--- src/pmsmi_pkg.sv ---
package pmsmi_pkg;

  // ****************************************
  // Configuration indices
  // ****************************************
  localparam logic [7:0] PMSMI_IDX_PM_CTRL = 8'h80;
  localparam logic [7:0] PMSMI_IDX_TRAP_EN = 8'h82;
  localparam logic [7:0] PMSMI_IDX_TRAP_EN2 = 8'h83;
  localparam logic [7:0] PMSMI_IDX_TRAP_MIRROR = 8'h86;
  localparam logic [7:0] PMSMI_IDX_MISC_MIRROR = 8'h87;
  localparam logic [7:0] PMSMI_IDX_GP_DIR = 8'h90;
  localparam logic [7:0] PMSMI_IDX_GP_SMI_EN = 8'h92;
  localparam logic [7:0] PMSMI_IDX_TRAP_CLR = 8'hF6;
  localparam logic [7:0] PMSMI_IDX_MISC_CLR = 8'hF7;

  // ****************************************
  // Field positions
  // ****************************************
  localparam int PMSMI_B_GLOBAL_TRAP = 2;
  localparam int PMSMI_B_CODEC_EN = 5;
  localparam int PMSMI_B_VGA_EN = 3;
  localparam int PMSMI_B_ACPI_EN = 5;
  localparam int PMSMI_B_SEC_TRAP_EN = 6;
  localparam int PMSMI_B_SEC_IDLE_EN = 7;
  localparam int PMSMI_B_LID = 6;
  localparam int PMSMI_B_MISC_LID_POS = 4;
  localparam int PMSMI_B_TRAP_RSVD = 6;
  localparam int PMSMI_B_VIDEO_TRAP = 7;
  localparam int PMSMI_B_ST_SEC_TRAP = 5;
  localparam int PMSMI_B_ST_SEC_IDLE = 4;
  localparam int PMSMI_B_KBD_TRAP = 3;
  localparam int PMSMI_B_SERPAR_TRAP = 2;
  localparam int PMSMI_B_FLOPPY_TRAP = 1;
  localparam int PMSMI_B_PRI_TRAP = 0;
  localparam int PMSMI_B_MISC_GP_LO = 5;
  localparam int PMSMI_B_MISC_LID_EVT = 3;
  localparam int PMSMI_B_MISC_CODEC = 2;
  localparam int PMSMI_B_MISC_ALARM = 1;
  localparam int PMSMI_B_MISC_ACPI = 0;

  // ****************************************
  // Reset values and masks
  // ****************************************
  localparam logic [7:0] PMSMI_RST_CFG = 8'h00;
  localparam logic [7:0] PMSMI_RST_STATUS = 8'h00;
  localparam logic [7:0] PMSMI_TRAP_VALID = 8'hBF;
  localparam logic [7:0] PMSMI_MISC_EVENTS = 8'hEF;
  localparam int PMSMI_NUM_GP = 3;

  // Access trap and idle expiry pulses from the trap decoders and idle timers.
  typedef struct packed {
    logic video_trap;
    logic sec_disk_trap;
    logic sec_disk_idle;
    logic kbd_mouse_trap;
    logic ser_par_trap;
    logic floppy_trap;
    logic pri_disk_trap;
  } pmsmi_trap_evt_t;

  // Configuration-space access from the PCI target.
  typedef struct packed {
    logic rd;
    logic wr;
    logic [7:0] index;
    logic [7:0] wdata;
  } pmsmi_cfg_req_t;

endpackage

--- src/pmsmi_status.sv ---
`timescale 1ns/1ps
`default_nettype none
module pmsmi_status
  import pmsmi_pkg::*;
(
  input wire logic clk_sys,
  input wire logic rst,
  input wire pmsmi_cfg_req_t cfg_req,
  output logic [7:0] cfg_rdata,
  output logic cfg_rvalid,
  input wire pmsmi_trap_evt_t trap_evt,
  input wire logic vga_timer_expire,
  input wire logic [PMSMI_NUM_GP-1:0] gp_pin,
  input wire logic [PMSMI_NUM_GP-1:0] gp_func_en,
  input wire logic lid_switch_pin,
  input wire logic codec_sdata_in,
  input wire logic rtc_irq8,
  input wire logic suspend_3v,
  input wire logic acpi_tmr_msb,
  output logic smi_req,
  output logic top_smi_status,
  output logic vga_timer_smi
);

  // ****************************************
  // Configuration registers
  // ****************************************
  logic [7:0] pm_ctrl;
  logic [7:0] trap_en;
  logic [7:0] trap_en2;
  logic [7:0] gp_dir;
  logic [7:0] gp_smi_en;
  logic wr_pm_ctrl;
  logic wr_trap_en;
  logic wr_trap_en2;
  logic wr_gp_dir;
  logic wr_gp_smi_en;

  // Writes to the status indices match none of these strobes and are dropped.
  assign wr_pm_ctrl = cfg_req.wr && (cfg_req.index == PMSMI_IDX_PM_CTRL);
  assign wr_trap_en = cfg_req.wr && (cfg_req.index == PMSMI_IDX_TRAP_EN);
  assign wr_trap_en2 = cfg_req.wr && (cfg_req.index == PMSMI_IDX_TRAP_EN2);
  assign wr_gp_dir = cfg_req.wr && (cfg_req.index == PMSMI_IDX_GP_DIR);
  assign wr_gp_smi_en = cfg_req.wr && (cfg_req.index == PMSMI_IDX_GP_SMI_EN);

  always_ff @(posedge clk_sys or posedge rst) begin
    if (rst) begin
      pm_ctrl <= PMSMI_RST_CFG;
    end else if (wr_pm_ctrl) begin
      pm_ctrl <= cfg_req.wdata;
    end
  end

  always_ff @(posedge clk_sys or posedge rst) begin
    if (rst) begin
      trap_en <= PMSMI_RST_CFG;
    end else if (wr_trap_en) begin
      trap_en <= cfg_req.wdata;
    end
  end

  always_ff @(posedge clk_sys or posedge rst) begin
    if (rst) begin
      trap_en2 <= PMSMI_RST_CFG;
    end else if (wr_trap_en2) begin
      trap_en2 <= cfg_req.wdata;
    end
  end

  always_ff @(posedge clk_sys or posedge rst) begin
    if (rst) begin
      gp_dir <= PMSMI_RST_CFG;
    end else if (wr_gp_dir) begin
      gp_dir <= cfg_req.wdata;
    end
  end

  always_ff @(posedge clk_sys or posedge rst) begin
    if (rst) begin
      gp_smi_en <= PMSMI_RST_CFG;
    end else if (wr_gp_smi_en) begin
      gp_smi_en <= cfg_req.wdata;
    end
  end

  // ****************************************
  // Pin synchronisers and edge detection
  // ****************************************
  logic [PMSMI_NUM_GP-1:0] gp_toggle;
  logic lid_level;
  logic lid_toggle;
  logic codec_rise;
  logic irq8_rise;
  logic acpi_toggle;

  // One synchroniser per source keeps the edge kind that each event uses visible here.
  pmsmi_edge_sync #(
    .WIDTH(PMSMI_NUM_GP)
  ) u_gp_sync (
    .clk_sys(clk_sys),
    .rst(rst),
    .din(gp_pin),
    .level(),
    .rise(),
    .toggle(gp_toggle)
  );

  pmsmi_edge_sync #(
    .WIDTH(1)
  ) u_lid_sync (
    .clk_sys(clk_sys),
    .rst(rst),
    .din(lid_switch_pin),
    .level(lid_level),
    .rise(),
    .toggle(lid_toggle)
  );

  pmsmi_edge_sync #(
    .WIDTH(1)
  ) u_codec_sync (
    .clk_sys(clk_sys),
    .rst(rst),
    .din(codec_sdata_in),
    .level(),
    .rise(codec_rise),
    .toggle()
  );

  pmsmi_edge_sync #(
    .WIDTH(1)
  ) u_alarm_sync (
    .clk_sys(clk_sys),
    .rst(rst),
    .din(rtc_irq8),
    .level(),
    .rise(irq8_rise),
    .toggle()
  );

  pmsmi_edge_sync #(
    .WIDTH(1)
  ) u_acpi_sync (
    .clk_sys(clk_sys),
    .rst(rst),
    .din(acpi_tmr_msb),
    .level(),
    .rise(),
    .toggle(acpi_toggle)
  );

  // ****************************************
  // Trap status event sources
  // ****************************************
  logic [7:0] trap_set;
  logic global_trap;

  // The global trap enable gates every access trap but never the idle timer.
  assign global_trap = pm_ctrl[PMSMI_B_GLOBAL_TRAP];

  always_comb begin
    trap_set = '0;
    trap_set[PMSMI_B_VIDEO_TRAP] = trap_evt.video_trap & trap_en[PMSMI_B_VIDEO_TRAP] & global_trap;
    trap_set[PMSMI_B_ST_SEC_TRAP] = trap_evt.sec_disk_trap & trap_en2[PMSMI_B_SEC_TRAP_EN] & global_trap;
    trap_set[PMSMI_B_ST_SEC_IDLE] = trap_evt.sec_disk_idle & trap_en2[PMSMI_B_SEC_IDLE_EN];
    trap_set[PMSMI_B_KBD_TRAP] = trap_evt.kbd_mouse_trap & trap_en[PMSMI_B_KBD_TRAP] & global_trap;
    trap_set[PMSMI_B_SERPAR_TRAP] = trap_evt.ser_par_trap & trap_en[PMSMI_B_SERPAR_TRAP] & global_trap;
    trap_set[PMSMI_B_FLOPPY_TRAP] = trap_evt.floppy_trap & trap_en[PMSMI_B_FLOPPY_TRAP] & global_trap;
    trap_set[PMSMI_B_PRI_TRAP] = trap_evt.pri_disk_trap & trap_en[PMSMI_B_PRI_TRAP] & global_trap;
  end

  // ****************************************
  // Miscellaneous status event sources
  // ****************************************
  logic [7:0] misc_set;
  logic [PMSMI_NUM_GP-1:0] gp_qualified;

  assign gp_qualified = gp_func_en & ~gp_dir[PMSMI_NUM_GP-1:0] & gp_smi_en[PMSMI_NUM_GP-1:0];

  always_comb begin
    misc_set = '0;
    misc_set[PMSMI_B_MISC_GP_LO +: PMSMI_NUM_GP] = gp_toggle & gp_qualified;
    misc_set[PMSMI_B_MISC_LID_EVT] = lid_toggle & ~gp_dir[PMSMI_B_LID] & gp_smi_en[PMSMI_B_LID];
    misc_set[PMSMI_B_MISC_CODEC] = codec_rise & pm_ctrl[PMSMI_B_CODEC_EN];
    misc_set[PMSMI_B_MISC_ALARM] = irq8_rise & suspend_3v;
    misc_set[PMSMI_B_MISC_ACPI] = acpi_toggle & trap_en2[PMSMI_B_ACPI_EN];
  end

  // ****************************************
  // Status bytes with read-to-clear
  // ****************************************
  logic trap_clr_rd;
  logic misc_clr_rd;
  logic [7:0] trap_status;
  logic [7:0] misc_status;
  logic [7:0] next_trap_status;
  logic [7:0] next_misc_status;

  assign trap_clr_rd = cfg_req.rd && (cfg_req.index == PMSMI_IDX_TRAP_CLR);
  assign misc_clr_rd = cfg_req.rd && (cfg_req.index == PMSMI_IDX_MISC_CLR);

  always_comb begin
    next_trap_status = trap_status;
    if (trap_clr_rd) begin
      next_trap_status = '0;
    end
    next_trap_status = (next_trap_status | trap_set) & PMSMI_TRAP_VALID;
  end

  always_comb begin
    next_misc_status = misc_status;
    if (misc_clr_rd) begin
      next_misc_status = '0;
    end
    next_misc_status = (next_misc_status | misc_set) & PMSMI_MISC_EVENTS;
  end

  always_ff @(posedge clk_sys or posedge rst) begin
    if (rst) begin
      trap_status <= PMSMI_RST_STATUS;
    end else begin
      trap_status <= next_trap_status;
    end
  end

  always_ff @(posedge clk_sys or posedge rst) begin
    if (rst) begin
      misc_status <= PMSMI_RST_STATUS;
    end else begin
      misc_status <= next_misc_status;
    end
  end

  // ****************************************
  // Read data path
  // ****************************************
  logic [7:0] misc_view;
  logic [7:0] next_rdata;

  always_comb begin
    misc_view = misc_status;
    misc_view[PMSMI_B_MISC_LID_POS] = lid_level & gp_smi_en[PMSMI_B_LID];
  end

  // Read data shows the value sampled before the clear takes effect.
  always_comb begin
    unique case (cfg_req.index)
      PMSMI_IDX_PM_CTRL: begin
        next_rdata = pm_ctrl;
      end
      PMSMI_IDX_TRAP_EN: begin
        next_rdata = trap_en;
      end
      PMSMI_IDX_TRAP_EN2: begin
        next_rdata = trap_en2;
      end
      PMSMI_IDX_GP_DIR: begin
        next_rdata = gp_dir;
      end
      PMSMI_IDX_GP_SMI_EN: begin
        next_rdata = gp_smi_en;
      end
      PMSMI_IDX_TRAP_MIRROR, PMSMI_IDX_TRAP_CLR: begin
        next_rdata = trap_status;
      end
      PMSMI_IDX_MISC_MIRROR, PMSMI_IDX_MISC_CLR: begin
        next_rdata = misc_view;
      end
      default: begin
        next_rdata = 8'h00;
      end
    endcase
  end

  always_ff @(posedge clk_sys or posedge rst) begin
    if (rst) begin
      cfg_rvalid <= 1'b0;
    end else begin
      cfg_rvalid <= cfg_req.rd;
    end
  end

  // Read data holds between reads, so the handler may sample it late.
  always_ff @(posedge clk_sys or posedge rst) begin
    if (rst) begin
      cfg_rdata <= 8'h00;
    end else if (cfg_req.rd) begin
      cfg_rdata <= next_rdata;
    end
  end

  // ****************************************
  // Request outputs
  // ****************************************
  logic any_status;

  assign any_status = (|next_trap_status) | (|next_misc_status);

  always_ff @(posedge clk_sys or posedge rst) begin
    if (rst) begin
      smi_req <= 1'b0;
    end else begin
      smi_req <= any_status;
    end
  end

  // The summary bit has its own flop so that it can later be masked apart from the request.
  always_ff @(posedge clk_sys or posedge rst) begin
    if (rst) begin
      top_smi_status <= 1'b0;
    end else begin
      top_smi_status <= any_status;
    end
  end

  always_ff @(posedge clk_sys or posedge rst) begin
    if (rst) begin
      vga_timer_smi <= 1'b0;
    end else begin
      vga_timer_smi <= vga_timer_expire & trap_en2[PMSMI_B_VGA_EN];
    end
  end

endmodule
`default_nettype wire

--- src/pmsmi_edge_sync.sv ---
`timescale 1ns/1ps
`default_nettype none
module pmsmi_edge_sync #(
  parameter int WIDTH = 1
) (
  input wire logic clk_sys,
  input wire logic rst,
  input wire logic [WIDTH-1:0] din,
  output logic [WIDTH-1:0] level,
  output logic [WIDTH-1:0] rise,
  output logic [WIDTH-1:0] toggle
);
  logic [WIDTH-1:0] meta;
  logic [WIDTH-1:0] sync;
  logic [WIDTH-1:0] prev;

  // The first stage feeds only the second; edges are taken from later stages.
  always_ff @(posedge clk_sys or posedge rst) begin
    if (rst) begin
      meta <= '0;
      sync <= '0;
      prev <= '0;
    end else begin
      meta <= din;
      sync <= meta;
      prev <= sync;
    end
  end

  assign level = sync;
  assign rise = sync & ~prev;
  assign toggle = sync ^ prev;
endmodule
`default_nettype wire

--- config.mk ---
export PLATFORM = sky130hd
export DESIGN_NAME = pmsmi_status
export DESIGN_NICKNAME = d
export VERILOG_FILES = /design/src/pmsmi_pkg.sv /design/src/pmsmi_status.sv /design/src/pmsmi_edge_sync.sv
export SDC_FILE = /design/constraint.sdc
export NUM_CORES = 1
export LEC_CHECK = 0
export ABC_AREA = 0
export BUFFER_PORTS_ARGS = -buffer_cell sky130_fd_sc_hd__clkbuf_2
export CORE_MARGIN = 3
export CORE_UTILIZATION = 31
export DETAILED_ROUTE_END_ITERATION = 12
export MAX_ROUTING_LAYER = met4
export PLACE_DENSITY = 0.53
export REMOVE_ABC_BUFFERS = 1
export SETUP_SLACK_MARGIN = 0.3
export SLEW_MARGIN = 0
export SYNTH_ARGS = -nofsm -noshare
export SYNTH_HDL_FRONTEND = slang
export SYNTH_SLANG_ARGS = --single-unit
--- constraint.sdc ---
create_clock -name clk_sys -period 7.52 [get_ports clk_sys]
set_clock_uncertainty 0.15 [all_clocks]
set_input_delay 1.128 -clock clk_sys [delete_from_list [all_inputs] [get_ports clk_sys]]
set_output_delay 1.128 -clock clk_sys [all_outputs]
set_load 0.03 [all_outputs]
; Word-level counts from Yosys, hierarchy flattened
; Cells that the tools add are included.
[word_totals]
register_bits = 86
input_bits = 39
output_inout_bits = 12
wordCells = 84
[op_classes]
eq_ne = 9
muxes = 3
bitwise = 35
reduce_logical = 11
[ops]
columns = cell, count
row1 = $eq 8x8->1 const B, 9
row2 = $pmux 8 s7, 1
row3 = $and 1x1->1, 22
row4 = $mux 8, 2
row5 = $or 8x8->8, 2
row6 = $reduce_or 7->1, 2
row7 = $and 3x3->3, 3
row8 = $logic_and 1x1->1, 7
row9 = $reduce_or 2->1, 2
row10 = $not 1->1, 3
row11 = $not 3->3, 1
row12 = $xor 3x3->3, 1
row13 = $xor 1x1->1, 2
row14 = $or 1x1->1, 1

; Logic depth before layout (Yosys ltp)
; Gate-level depths: netlist of run 1.
[logic_depth]
word_depth = 7
mapped_depth = 6
ltp_nobuf = 4

; Modules after synthesis
; A second synthesis of run 1 with hierarchy kept.
[hier_totals]
cells_unflattened = 296
area_unflattened_um2 = 3812.4
[modules_own_cells]
columns = module, n_inst, cells_per_inst, area_per_inst_um2
row1 = pmsmi_status, 1, 249, 3128.0
row2 = pmsmi_edge_sync (u_acpi_sync ...), 4, 7, 98.8
row3 = pmsmi_edge_sync (u_gp_sync), 1, 19, 289.0

; Worst setup path after synthesis of run 1
; No wires, ideal clock.
[synth_timing]
path_kind = in2reg
from = input port cfg_req[8] in the netlist's numbering
to = register gp_dir[0]
setup_ns = 0.125
t_arrival_ns = 2.700
t_required_ns = 7.245
setup_slack_ns = 4.544
stages = 6
path_buffers = 3
cell_sequence = buf_6 > or4_4 > buf_6 > or3_4 > buf_6 > mux2_4
[synth_between]
elab_chain_len = 2
[synth_rtl]
columns = element, line_no
row1 = start: declaration, pmsmi_status.sv:8  ; input wire pmsmi_cfg_req_t cfg_req,
row2 = $eq 8x8->1, pmsmi_status.sv:43  ; assign wr_gp_dir = cfg_req.wr && (cfg_req.index == PMSMI_IDX_GP_DIR);
row3 = $logic_and 1x1->1, pmsmi_status.sv:43
row4 = end signal: assignment, pmsmi_status.sv:74  ; gp_dir <= cfg_req.wdata;
row5 = end: declaration, pmsmi_status.sv:31  ; logic [7:0] gp_dir;
; Every way passes these cells.
; A chain may end at the register's enable or synchronous reset.

; Worst setup path in the final report of run 1
[layout_timing]
from = input port cfg_req[13] in the netlist's numbering
to = register cfg_rdata[0]
[layout_between]
elab_chain_len = 3
word_cells_on_any_way = 12
[layout_rtl]
columns = element, line_no
row1 = $eq 8x8->1, pmsmi_status.sv:247  ; unique case (cfg_req.index)
row2 = $reduce_or 2->1, pmsmi_status.sv:247
row3 = $pmux 8 s7 (*), pmsmi_status.sv:247
row4 = end signal: assignment, pmsmi_status.sv:288  ; cfg_rdata <= next_rdata;
row5 = end: declaration, pmsmi_status.sv:9  ; output logic [7:0] cfg_rdata,
; Mark *: on every way between the ends. The rest lies on a longest branch, timed or not.

==> metrics.yaml, run 1 <==
critical_path_required_ns: 7.62
synthXorXnorAreaFrac_pct: 1.17
ctsHoldBuffers: 0
cp-start-kind: "input port"
drt_first_pass_iters: 4
synth_top_area_share_pct: 57.3
cts.path.max_buffers: 2
drt_iter0_drc: 149
grt_pass1_vias: 2569
slew_violations: 0
synth_area_leader_cell: "dfrtp_1"
hp-class: "flip-flop to flip-flop"
status: "finished clean"
final_cells: 481
cp_max_fo: 13
top_layer_used: "met4"
crit_path_end_kind: "flip-flop"
start_util_pct: 32.3
post_drt_wl_per_cell_um: 19.5
drc_errors: 0
synthMuxAreaShare_pct: 19.0
grt_pass1_wl_mm: 14.9
clk_latency_ns: 0.34
hold_violations: 0
drive_above_1_share_pct: 35.5
viasPerCell: 5.17
dieHeight_um: 116
num_rows: 39
area_growth_syn_to_layout_pct: 18.5
antenna_found_initial: 0
synth-warning-count: 0
vias: 2488
yosysSeqAreaShare_pct: 57.3
setup_violations: 0
h-tree-depth: 3
syn_area_um2: 3750
cts_buffers: 9
whs_ns: 0.199
cts_root_buf: "clkbuf_16"
grt_setup_unrepaired: "false"
syn_avg_cell_area_um2: 13.2
cts_sinks: 86
place_inst: 465
grt_overflow: 0
synth_edf_count: 0
port_buffers: 50
die-width_um: 116
clk_transition_reported_paths_ns: 0.06
cts-resized-gates: 0
fin_crit_sh_pct: 41.5
cap_violations: 0
fin_tns_setup_ns: 0
max_freq_mhz: 320
wl_met1_mm: 4.60
max-vdd-ir-drop_mv: 0.136
grt_max_degree: 56
cts_setup_buffers: 0
synthCells: 284
fin_crit_ns: 3.12
synth-compound-area-share_pct: 10.1
synth.distinct_cells: 47
synth_top_family_by_area: "multiplexers"
wl_met3_um: 456
relSlewSlack_pct: 29.1
ant_nets: 0
critPathArrivalTime_ns: 3.22
pin_count: 51
die_area_um2: 13500
nFillCells: 1145
worstMarginPinSlew_ns: 1.05
synth-simple-area-share_pct: 9.20
place.gp.congestion: 0.853
async_reset_ff_share_pct: 100
ys_ff_latch: 86
layout_common_cells: "dfrtp_1 (86), clkbuf_2 (50), mux2_2 (38)"
coreArea_um2: 11600
synth_flop_cell: "dfrtp_1"
route.met2.wl_mm: 4.25
grt_usage_pct: 15.4
nNetsFinal: 372
cts_tree: "yes"
path_class: "input port to flip-flop"
place_hpwl_mm: 6.79
final_common_cell: "dfrtp_1"
power.leakage_nw: 2.09
synth_area_leaders: "dfrtp_1 (57%), mux2_2 (11%), mux2i_1 (3.2%)"
diodes: 0
synthAdderAreaFrac_pct: 0
power.density_nw_per_um2: 245
wl_mm: 9.37
==> worst paths after layout <==
check                                          start                          end  slack, ns  cells past startpoint
max in group asynchronous                        rst  u_gp_sync.prev[2]$_DFF_PP0_       5.48                      3
min                        u_lid_sync.meta$_DFF_PP0_   u_lid_sync.level$_DFF_PP0_       0.20                      0
max reg2reg                 misc_status[5]$_DFF_PP0_     top_smi_status$_DFF_PP0_       5.70                      4
min reg2reg                u_lid_sync.meta$_DFF_PP0_   u_lid_sync.level$_DFF_PP0_       0.20                      0
min in group asynchronous                        rst     gp_smi_en[4]$_DFFE_PP0P_       0.65                      2
max                                      cfg_req[13]     cfg_rdata[0]$_DFFE_PP0P_       4.40                      5
==> per-layer routing <==
metal / global-route usage [%] / vias up
li1: - / 1155
met1: 21.6 / 1252
met2: 21.8 / 77
met3: 4.02 / 4
met4: 4.49 / 0
met5: - / -
==> stage by stage <==
step	power [mW]	cell area [µm²]	worst slack, ns	utilization (%)
3_5_place_dp	0.611	4120	4.07	35.4
4_1_cts	1.10	4450	4.43	38.3
2_1_floorplan	0.568	3680	4.02	-
6_report	1.09	4450	4.40	38.3
5_1_grt	1.14	4450	4.25	38.3
3_3_place_gp	0.610	4120	4.07	35.4
==> flip-flops by register name, indices dropped and copies added (netlist names), 3 cells and up <==
signal           count
cfg_rdata            8
misc_status          7
trap_status          7
u_gp_sync.level      3
u_gp_sync.prev       3
gp_dir               8
trap_en2             8
trap_en              8
u_gp_sync.meta       3
gp_smi_en            8
pm_ctrl              8
==> power by group <==
part	internal, mW	leakage, nW	switching, mW
sequential	0.491	1.12	0.0217
combinational	0.0425	0.815	0.0459
clock	0.296	0.159	0.191
==> area by class of cell <==
class | count | area [µm²] | share of cell area [%]
Multi-Input combinational cell | 173 | 1480 | 33.3
Tap cell | 143 | 179 | 4.02
Clock inverter | 7 | 105 | 2.36
Inverter | 12 | 46.3 | 1.04
Timing Repair Buffer | 51 | 258 | 5.80
Sequential cell | 86 | 2150 | 48.4
Clock buffer | 9 | 225 | 5.06
==> critical path: stages <==
cell	delay [ns]
clkbuf_2	0.12
or3b_2	0.62
nor4b_1	0.90
a221oi_1	0.27
o22ai_1	0.17
==> synthesized netlist by cell type, types with 2 or more instances <==
cell type / instances
a21o_1: 6
nand2_1: 13
a22oi_1: 4
nor2_1: 3
inv_1: 12
o22ai_1: 9
nand4b_1: 2
mux2_2: 38
mux2i_1: 12
buf_1: 3
mux2_4: 8
a32o_1: 6
a221oi_1: 6
nand3_1: 6
mux4_2: 2
clkbuf_1: 6
xnor2_1: 4
nor4_1: 4
dfrtp_1: 86
buf_6: 3
nor3_1: 12
a21oi_1: 4
o2bb2ai_1: 7
and4b_1: 3
or3_1: 3
==> logic make-up (layout without fill, tap and decap cells) <==
logic type      Yosys count  after routing
xor+xnor                  5              5
simple gates             59             59
mux                      60             60
flops                    86             86
buf+inv                  25             79
compound gates           49             49
Note: power is estimated with default switching activity, not from simulation.
==> inputs of run 2 (changes only) <==
--- a/config.mk
+++ b/config.mk
@@ -5,7 +5,7 @@
 export SDC_FILE = /design/constraint.sdc
 export NUM_CORES = 1
 export LEC_CHECK = 0
-export ABC_AREA = 0
+export ABC_AREA = 1
 export BUFFER_PORTS_ARGS = -buffer_cell sky130_fd_sc_hd__clkbuf_2
 export CORE_MARGIN = 3
 export CORE_UTILIZATION = 31
==> constraint.sdc (replaced) <==
create_clock -name clk_sys -period 3.14 [get_ports clk_sys]
set_clock_uncertainty 0.15 [all_clocks]
set_input_delay 0.471 -clock clk_sys [delete_from_list [all_inputs] [get_ports clk_sys]]
set_output_delay 0.471 -clock clk_sys [all_outputs]
set_load 0.03 [all_outputs]
==> run 2 against run 1 <==
  * Utilization is 0.25 points lower
  * Routed wire length is 1.8% lower
  * Combinational power grew 97%
  * Register-to-register slack lost 3.9 ns
  * Sequential power grew 140%
  * Critical path depth increased by 2
  * Non-clock buffer count increased by 1
  * First-iteration DRC count increased by 34%
  * Via count up 18%
  * Clock power up 120%
  * Sequential share of layout area rose by 0.52 points
  * Synthesized area decreased by 1.4%
==> metrics.yaml, run 2 <==
post_drt_wl_per_cell_um: 14.6
h-tree-depth: 3
cts.path.max_buffers: 2
drt_first_pass_iters: 4
antenna_found_initial: 0
place.gp.congestion: 0.870
cts-resized-gates: 0
max_freq_mhz: 522
yosysMostFrequentCell: "nand2_1"
worstMarginPinSlew_ns: 0.782
crit_chain: "clkbuf_2 -> nor2_1 -> nand3_1 -> inv_1 -> nand4_1 -> nand2_1 -> o21ai_0"
clk_transition_reported_paths_ns: 0.07
hold_violations: 0
port_buffers: 50
ctsHoldBuffers: 0
layout_common_cells: "nand2_1 (163), dfrtp_1 (86), clkbuf_2 (50)"
grt_pass1_wl_mm: 14.9
start_util_pct: 32.0
intPower_mw: 1.87
relSlewSlack_pct: 47.8
die-width_um: 115
cts_buffers: 9
ys_ff_latch: 86
async_reset_ff_share_pct: 100
synth-warning-count: 0
fin_crit_sh_pct: 61.0
synthMuxAreaShare_pct: 0
num_rows: 39
synth-compound-area-share_pct: 6.49
critical_path_required_ns: 3.20
ant_nets: 0
cts_setup_buffers: 0
hp-class: "input port to async pin"
place_hpwl_mm: 6.81
grt_max_degree: 44
viasPerCell: 4.66
fin_tns_setup_ns: 0
wl_mm: 9.21
dieHeight_um: 115
area_growth_syn_to_layout_pct: 18.8
power_frac_comb_pct: 7.0
die_area_um2: 13300
synth.distinct_cells: 25
critical-path-max-stage-delay_ns: 0.49
synth-simple-area-share_pct: 29.5
crit_path_end_kind: "flip-flop"
synth_flop_cell: "dfrtp_1"
grt_usage_pct: 15.2
cp.buffers_inverters: 2
synth_edf_count: 0
crit_slowest_cell: "nand4_1"
switching_share_pct: 24.8
cp-start-kind: "input port"
synthAdderAreaFrac_pct: 0
yosysSeqAreaShare_pct: 58.1
cap_violations: 0
synthCells: 429
syn_avg_cell_area_um2: 8.63
grt_setup_unrepaired: "false"
synth_area_leader_cell: "dfrtp_1"
synthXorXnorAreaFrac_pct: 0.946
synth.top_cells.by_count: "nand2_1 (163), dfrtp_1 (86), nor2_1 (42)"
place_inst: 614
grt_pass1_vias: 2841
path_delay_family: "simple AND/OR/NAND/NOR gates"
nNetsFinal: 521
final_cells: 630
cp_max_fo: 16
syn_area_um2: 3700
drive_above_1_share_pct: 16.8
vias: 2938
cts_root_buf: "clkbuf_16"
whs_ns: 0.0735
power.share.clock_pct: 43.8
cts_sinks: 86
max-vdd-ir-drop_mv: 0.243
coreArea_um2: 11600
power.leakage_nw: 2.25
path_class: "input port to flip-flop"
synth_top_family_by_area: "simple AND/OR/NAND/NOR gates"
power.density_nw_per_um2: 564
critPathArrivalTime_ns: 1.98
pin_count: 51
rrSetupSlack_ns: 1.78
cts_tree: "yes"
grt_overflow: 0
synth_area_leaders: "dfrtp_1 (58%), nand2_1 (17%), nand3_1 (4.5%)"
drt_iter0_drc: 200
clk_latency_ns: 0.34
drc_errors: 0
final_common_cell: "nand2_1"
status: "finished clean"
diodes: 0
slew_violations: 0
synth_top_area_share_pct: 58.1
p_sw_mw: 0.616
fin_crit_ns: 1.91
p_seq_share_pct: 49.2
setup_violations: 0
run 2: cell families (layout without fill, tap and decap cells):
kind of cell | Yosys count | in the layout
flip-flops | 86 | 86
buffers and inverters | 41 | 99
AO/OA/AOI/OAI | 43 | 43
XOR/XNOR | 4 | 4
AND/OR/NAND/NOR | 255 | 255
run 2: final timing paths:
path	end	cells after the start	startpoint
max in group asynchronous	pm_ctrl[3]$_DFFE_PP0P_	3	rst
min reg2reg	u_gp_sync.level[1]$_DFF_PP0_	0	u_gp_sync.meta[1]$_DFF_PP0_
min in group clk_sys	u_gp_sync.meta[0]$_DFF_PP0_	1	gp_pin[0]
min	u_gp_sync.meta[0]$_DFF_PP0_	2	rst
max	pm_ctrl[1]$_DFFE_PP0P_	7	cfg_req[12]
max reg2reg	top_smi_status$_DFF_PP0_	6	gp_smi_en[1]$_DFFE_PP0P_
run 2: worst reg2reg max path, delay by kind of cell, from the launching register on:
kind / cells / cell delay, ns
flip-flops: 1 / 0.38
AND/OR/NAND/NOR: 5 / 0.48
AO/OA/AOI/OAI: 1 / 0.23
run 2: final cells by class:
cell class                      instances  area [µm²]
Fill cell                            1172        7170
Sequential cell                        86        2150
Multi-Input combinational cell        302        1370
Timing Repair Buffer                   52         278
Clock buffer                            9         225
Tap cell                              143         179
Inverter                               31         118
Clock inverter                          7        80.1
run 2: per-stage QoR:
stage	utilization, %	setup WS, ns	power, mW	instance area (µm²)
4_1_cts	38.0	1.23	2.52	4400
3_5_place_dp	35.4	0.866	1.42	4090
2_1_floorplan	-	0.297	1.33	3640
5_1_grt	38.0	0.947	2.59	4400
3_3_place_gp	35.4	0.927	1.41	4090
6_report	38.0	1.23	2.48	4400
run 2: power groups by stage:
| stage | Sequential (mW) | Clock (mW) | Combinational, mW |
|---|---|---|---|
| 2_1_floorplan | 1.23 | 0 | 0.104 |
| 3_3_place_gp | 1.24 | 0 | 0.173 |
| 3_5_place_dp | 1.24 | 0 | 0.178 |
| 4_1_cts | 1.22 | 1.12 | 0.179 |
| 5_1_grt | 1.23 | 1.16 | 0.203 |
| 6_report | 1.22 | 1.09 | 0.174 |
run 2: metal layers:
layer | share of wire (%) | GRT usage, % | vias to the layer above
met1 | 47 | 20.4 | 1388
li1 | - | - | 1458
met3 | 5.5 | 3.42 | 12
met4 | 1.6 | 5.79 | 0
met2 | 46 | 22.3 | 80
met5 | 0 | - | -
==> inputs of run 3 (changes only) <==
--- a/config.mk
+++ b/config.mk
@@ -11,7 +11,7 @@
 export CORE_UTILIZATION = 31
 export DETAILED_ROUTE_END_ITERATION = 12
 export MAX_ROUTING_LAYER = met4
-export PLACE_DENSITY = 0.53
+export PLACE_DENSITY = 0.55
 export REMOVE_ABC_BUFFERS = 1
 export SETUP_SLACK_MARGIN = 0.3
 export SLEW_MARGIN = 0
==> constraint.sdc (replaced) <==
create_clock -name clk_sys -period 1.75 [get_ports clk_sys]
set_clock_uncertainty 0.15 [all_clocks]
set_input_delay 0.2625 -clock clk_sys [delete_from_list [all_inputs] [get_ports clk_sys]]
set_output_delay 0.2625 -clock clk_sys [all_outputs]
set_load 0.03 [all_outputs]
==> run 3 against run 2 <==
  * First-iteration DRC count grew 8.5%
  * Final cell count increased by 4.0%
  * Register-to-register slack got worse by 1.4 ns
  * Sequential power up 80%
  * Non-clock buffer count grew 25
  * Hold slack got worse by 0.040 ns
  * Global-route usage grew 0.28 points
  * Routed wire length is 0.11% lower
  * Clock-buffer cell count rose by 2
  * Critical path depth decreased by 1
==> metrics.yaml, run 3 (synthesized netlist as in run 2, its figures left out) <==
crit_path_end_kind: "flip-flop"
grt_pass1_vias: 2979
cp-start-kind: "flip-flop"
pin_count: 51
cts_tree: "yes"
hp-start: "trap_evt[4]"
hold_violations: 0
grt_overflow: 0
die-width_um: 115
h-tree-depth: 3
place.gp.congestion: 0.851
grt_usage_pct: 15.5
port_buffers: 50
critPathArrivalTime_ns: 1.41
clk_latency_ns: 0.33
die_area_um2: 13300
status: "finished clean"
cp_max_fo: 8
max-vdd-ir-drop_mv: 0.477
coreArea_um2: 11600
critPathLaunch: "pm_ctrl[2]$_DFFE_PP0P_"
wl_mm: 9.20
relSlewSlack_pct: 69.8
cts_setup_buffers: 0
num_rows: 39
drive_above_1_share_pct: 19.3
crit_chain: "nand3_1 -> nand2_1 -> nor2_1 -> nand2_1 -> nor2_1 -> nand2_1"
path_class: "flip-flop to flip-flop"
place_hpwl_mm: 6.58
post_drt_wl_per_cell_um: 14.0
intPower_mw: 3.36
max_freq_mhz: 747
vias: 2948
drt_iter0_drc: 217
cts_root_buf: "clkbuf_16"
dieHeight_um: 115
drt_first_pass_iters: 5
cap_violations: 0
power_frac_comb_pct: 7.9
power.density_nw_per_um2: 945
critical-path-max-stage-delay_ns: 0.48
fin_crit_sh_pct: 76.5
ant_nets: 0
grt_max_degree: 87
r2r-start: "pm_ctrl[2]$_DFFE_PP0P_"
critical_path_required_ns: 1.82
clk_transition_reported_paths_ns: 0.06
grt_pass1_wl_mm: 15.2
area_growth_syn_to_layout_pct: 25.9
cts_buffers: 9
layout_common_cells: "nand2_1 (163), dfrtp_1 (86), clkbuf_2 (50)"
fin_crit_ns: 1.34
cts_sinks: 86
slew_violations: 0
p_seq_share_pct: 49.7
grt_setup_unrepaired: "false"
power.leakage_nw: 2.37
cts.path.max_buffers: 2
start_util_pct: 32.0
antenna_found_initial: 0
setup_violations: 0
crit_slowest_cell: "dfrtp_1"
cp_common_cell: "nand2_1"
diodes: 0
hp-class: "input port to flip-flop"
viasPerCell: 4.50
drc_errors: 0
worstMarginPinSlew_ns: 0.453
p_sw_mw: 1.05
fin_tns_setup_ns: 0
power.share.clock_pct: 42.5
nNetsFinal: 546
final_common_cell: "nand2_1"
p_total_mw: 4.41
switching_share_pct: 23.8
## run 3: cell count changes in the layout (fill, tap and decap cells not counted), sizes merged
cell,delta
dlygate4sd3,+10
inv,-4
clkbuf,+2
buf,+15
clkinv,+2
## run 3: timing repair
| action | 4_1_cts | 5_1_grt |
|---|---|---|
| resized for setup | 0 | 5 |
| setup endpoints to repair | 0 | 3 |
| hold buffers | 10 | 0 |
| hold endpoints to repair | 95 | 0 |
## run 3: path summary, 6_finish.rpt
check	cells after the start	slack [ns]	endpoint
worst min register to register	0	0.20	u_gp_sync.level[1]$_DFF_PP0_
min in group asynchronous	4	0.42	u_gp_sync.meta[0]$_DFF_PP0_
max in group asynchronous	4	0.68	pm_ctrl[7]$_DFFE_PP0P_
worst max-delay path	6	0.41	top_smi_status$_DFF_PP0_
worst min-delay path	3	0.03	trap_status[4]$_DFF_PP0_
worst max register to register	6	0.41	top_smi_status$_DFF_PP0_
## run 3: per-stage QoR
step / utilization [%] / instances / hold WS [ns] / worst slack, ns / instance area [µm²]
2_1_floorplan: - / 419 / 0.144 / -0.884 / 3640
3_3_place_gp: 36.8 / 629 / 0.182 / -0.00600 / 4260
3_5_place_dp: 36.8 / 629 / 0.186 / -0.0310 / 4260
4_1_cts: 40.2 / 655 / 0.0274 / 0.323 / 4650
5_1_grt: 40.3 / 655 / 0.0308 / 0.285 / 4660
6_report: 40.3 / 655 / 0.0336 / 0.412 / 4660
## run 3: layer usage
layer	track usage, %	share of wire, %
met2	23.0	46
met5	-	0
met1	21.3	49
met4	4.62	1.5
met3	3.16	3.2
## run 3: critical path, delay by kind of cell (launching register included)
family / cells / cell delay [ns]
flip-flops: 1 / 0.48
AND/OR/NAND/NOR: 6 / 0.61
## run 3: area by class of cell
| type | instances | area [µm²] |
|---|---|---|
| clock inverters | 5 | 60.1 |
| clock buffers | 11 | 233 |
| fillers | 1162 | 6900 |
| well taps | 143 | 179 |
| multi-input cells | 302 | 1380 |
| repair buffers | 77 | 541 |
| inverters | 31 | 118 |
| flip-flops and latches | 86 | 2150 |
## run 3: power groups by stage
stage / Combinational [mW] / Sequential, mW / Clock, mW
3_3_place_gp: 0.323 / 2.22 / 0
2_1_floorplan: 0.186 / 2.20 / 0
4_1_cts: 0.351 / 2.19 / 1.92
3_5_place_dp: 0.332 / 2.22 / 0
6_report: 0.347 / 2.19 / 1.87
5_1_grt: 0.398 / 2.20 / 2.03
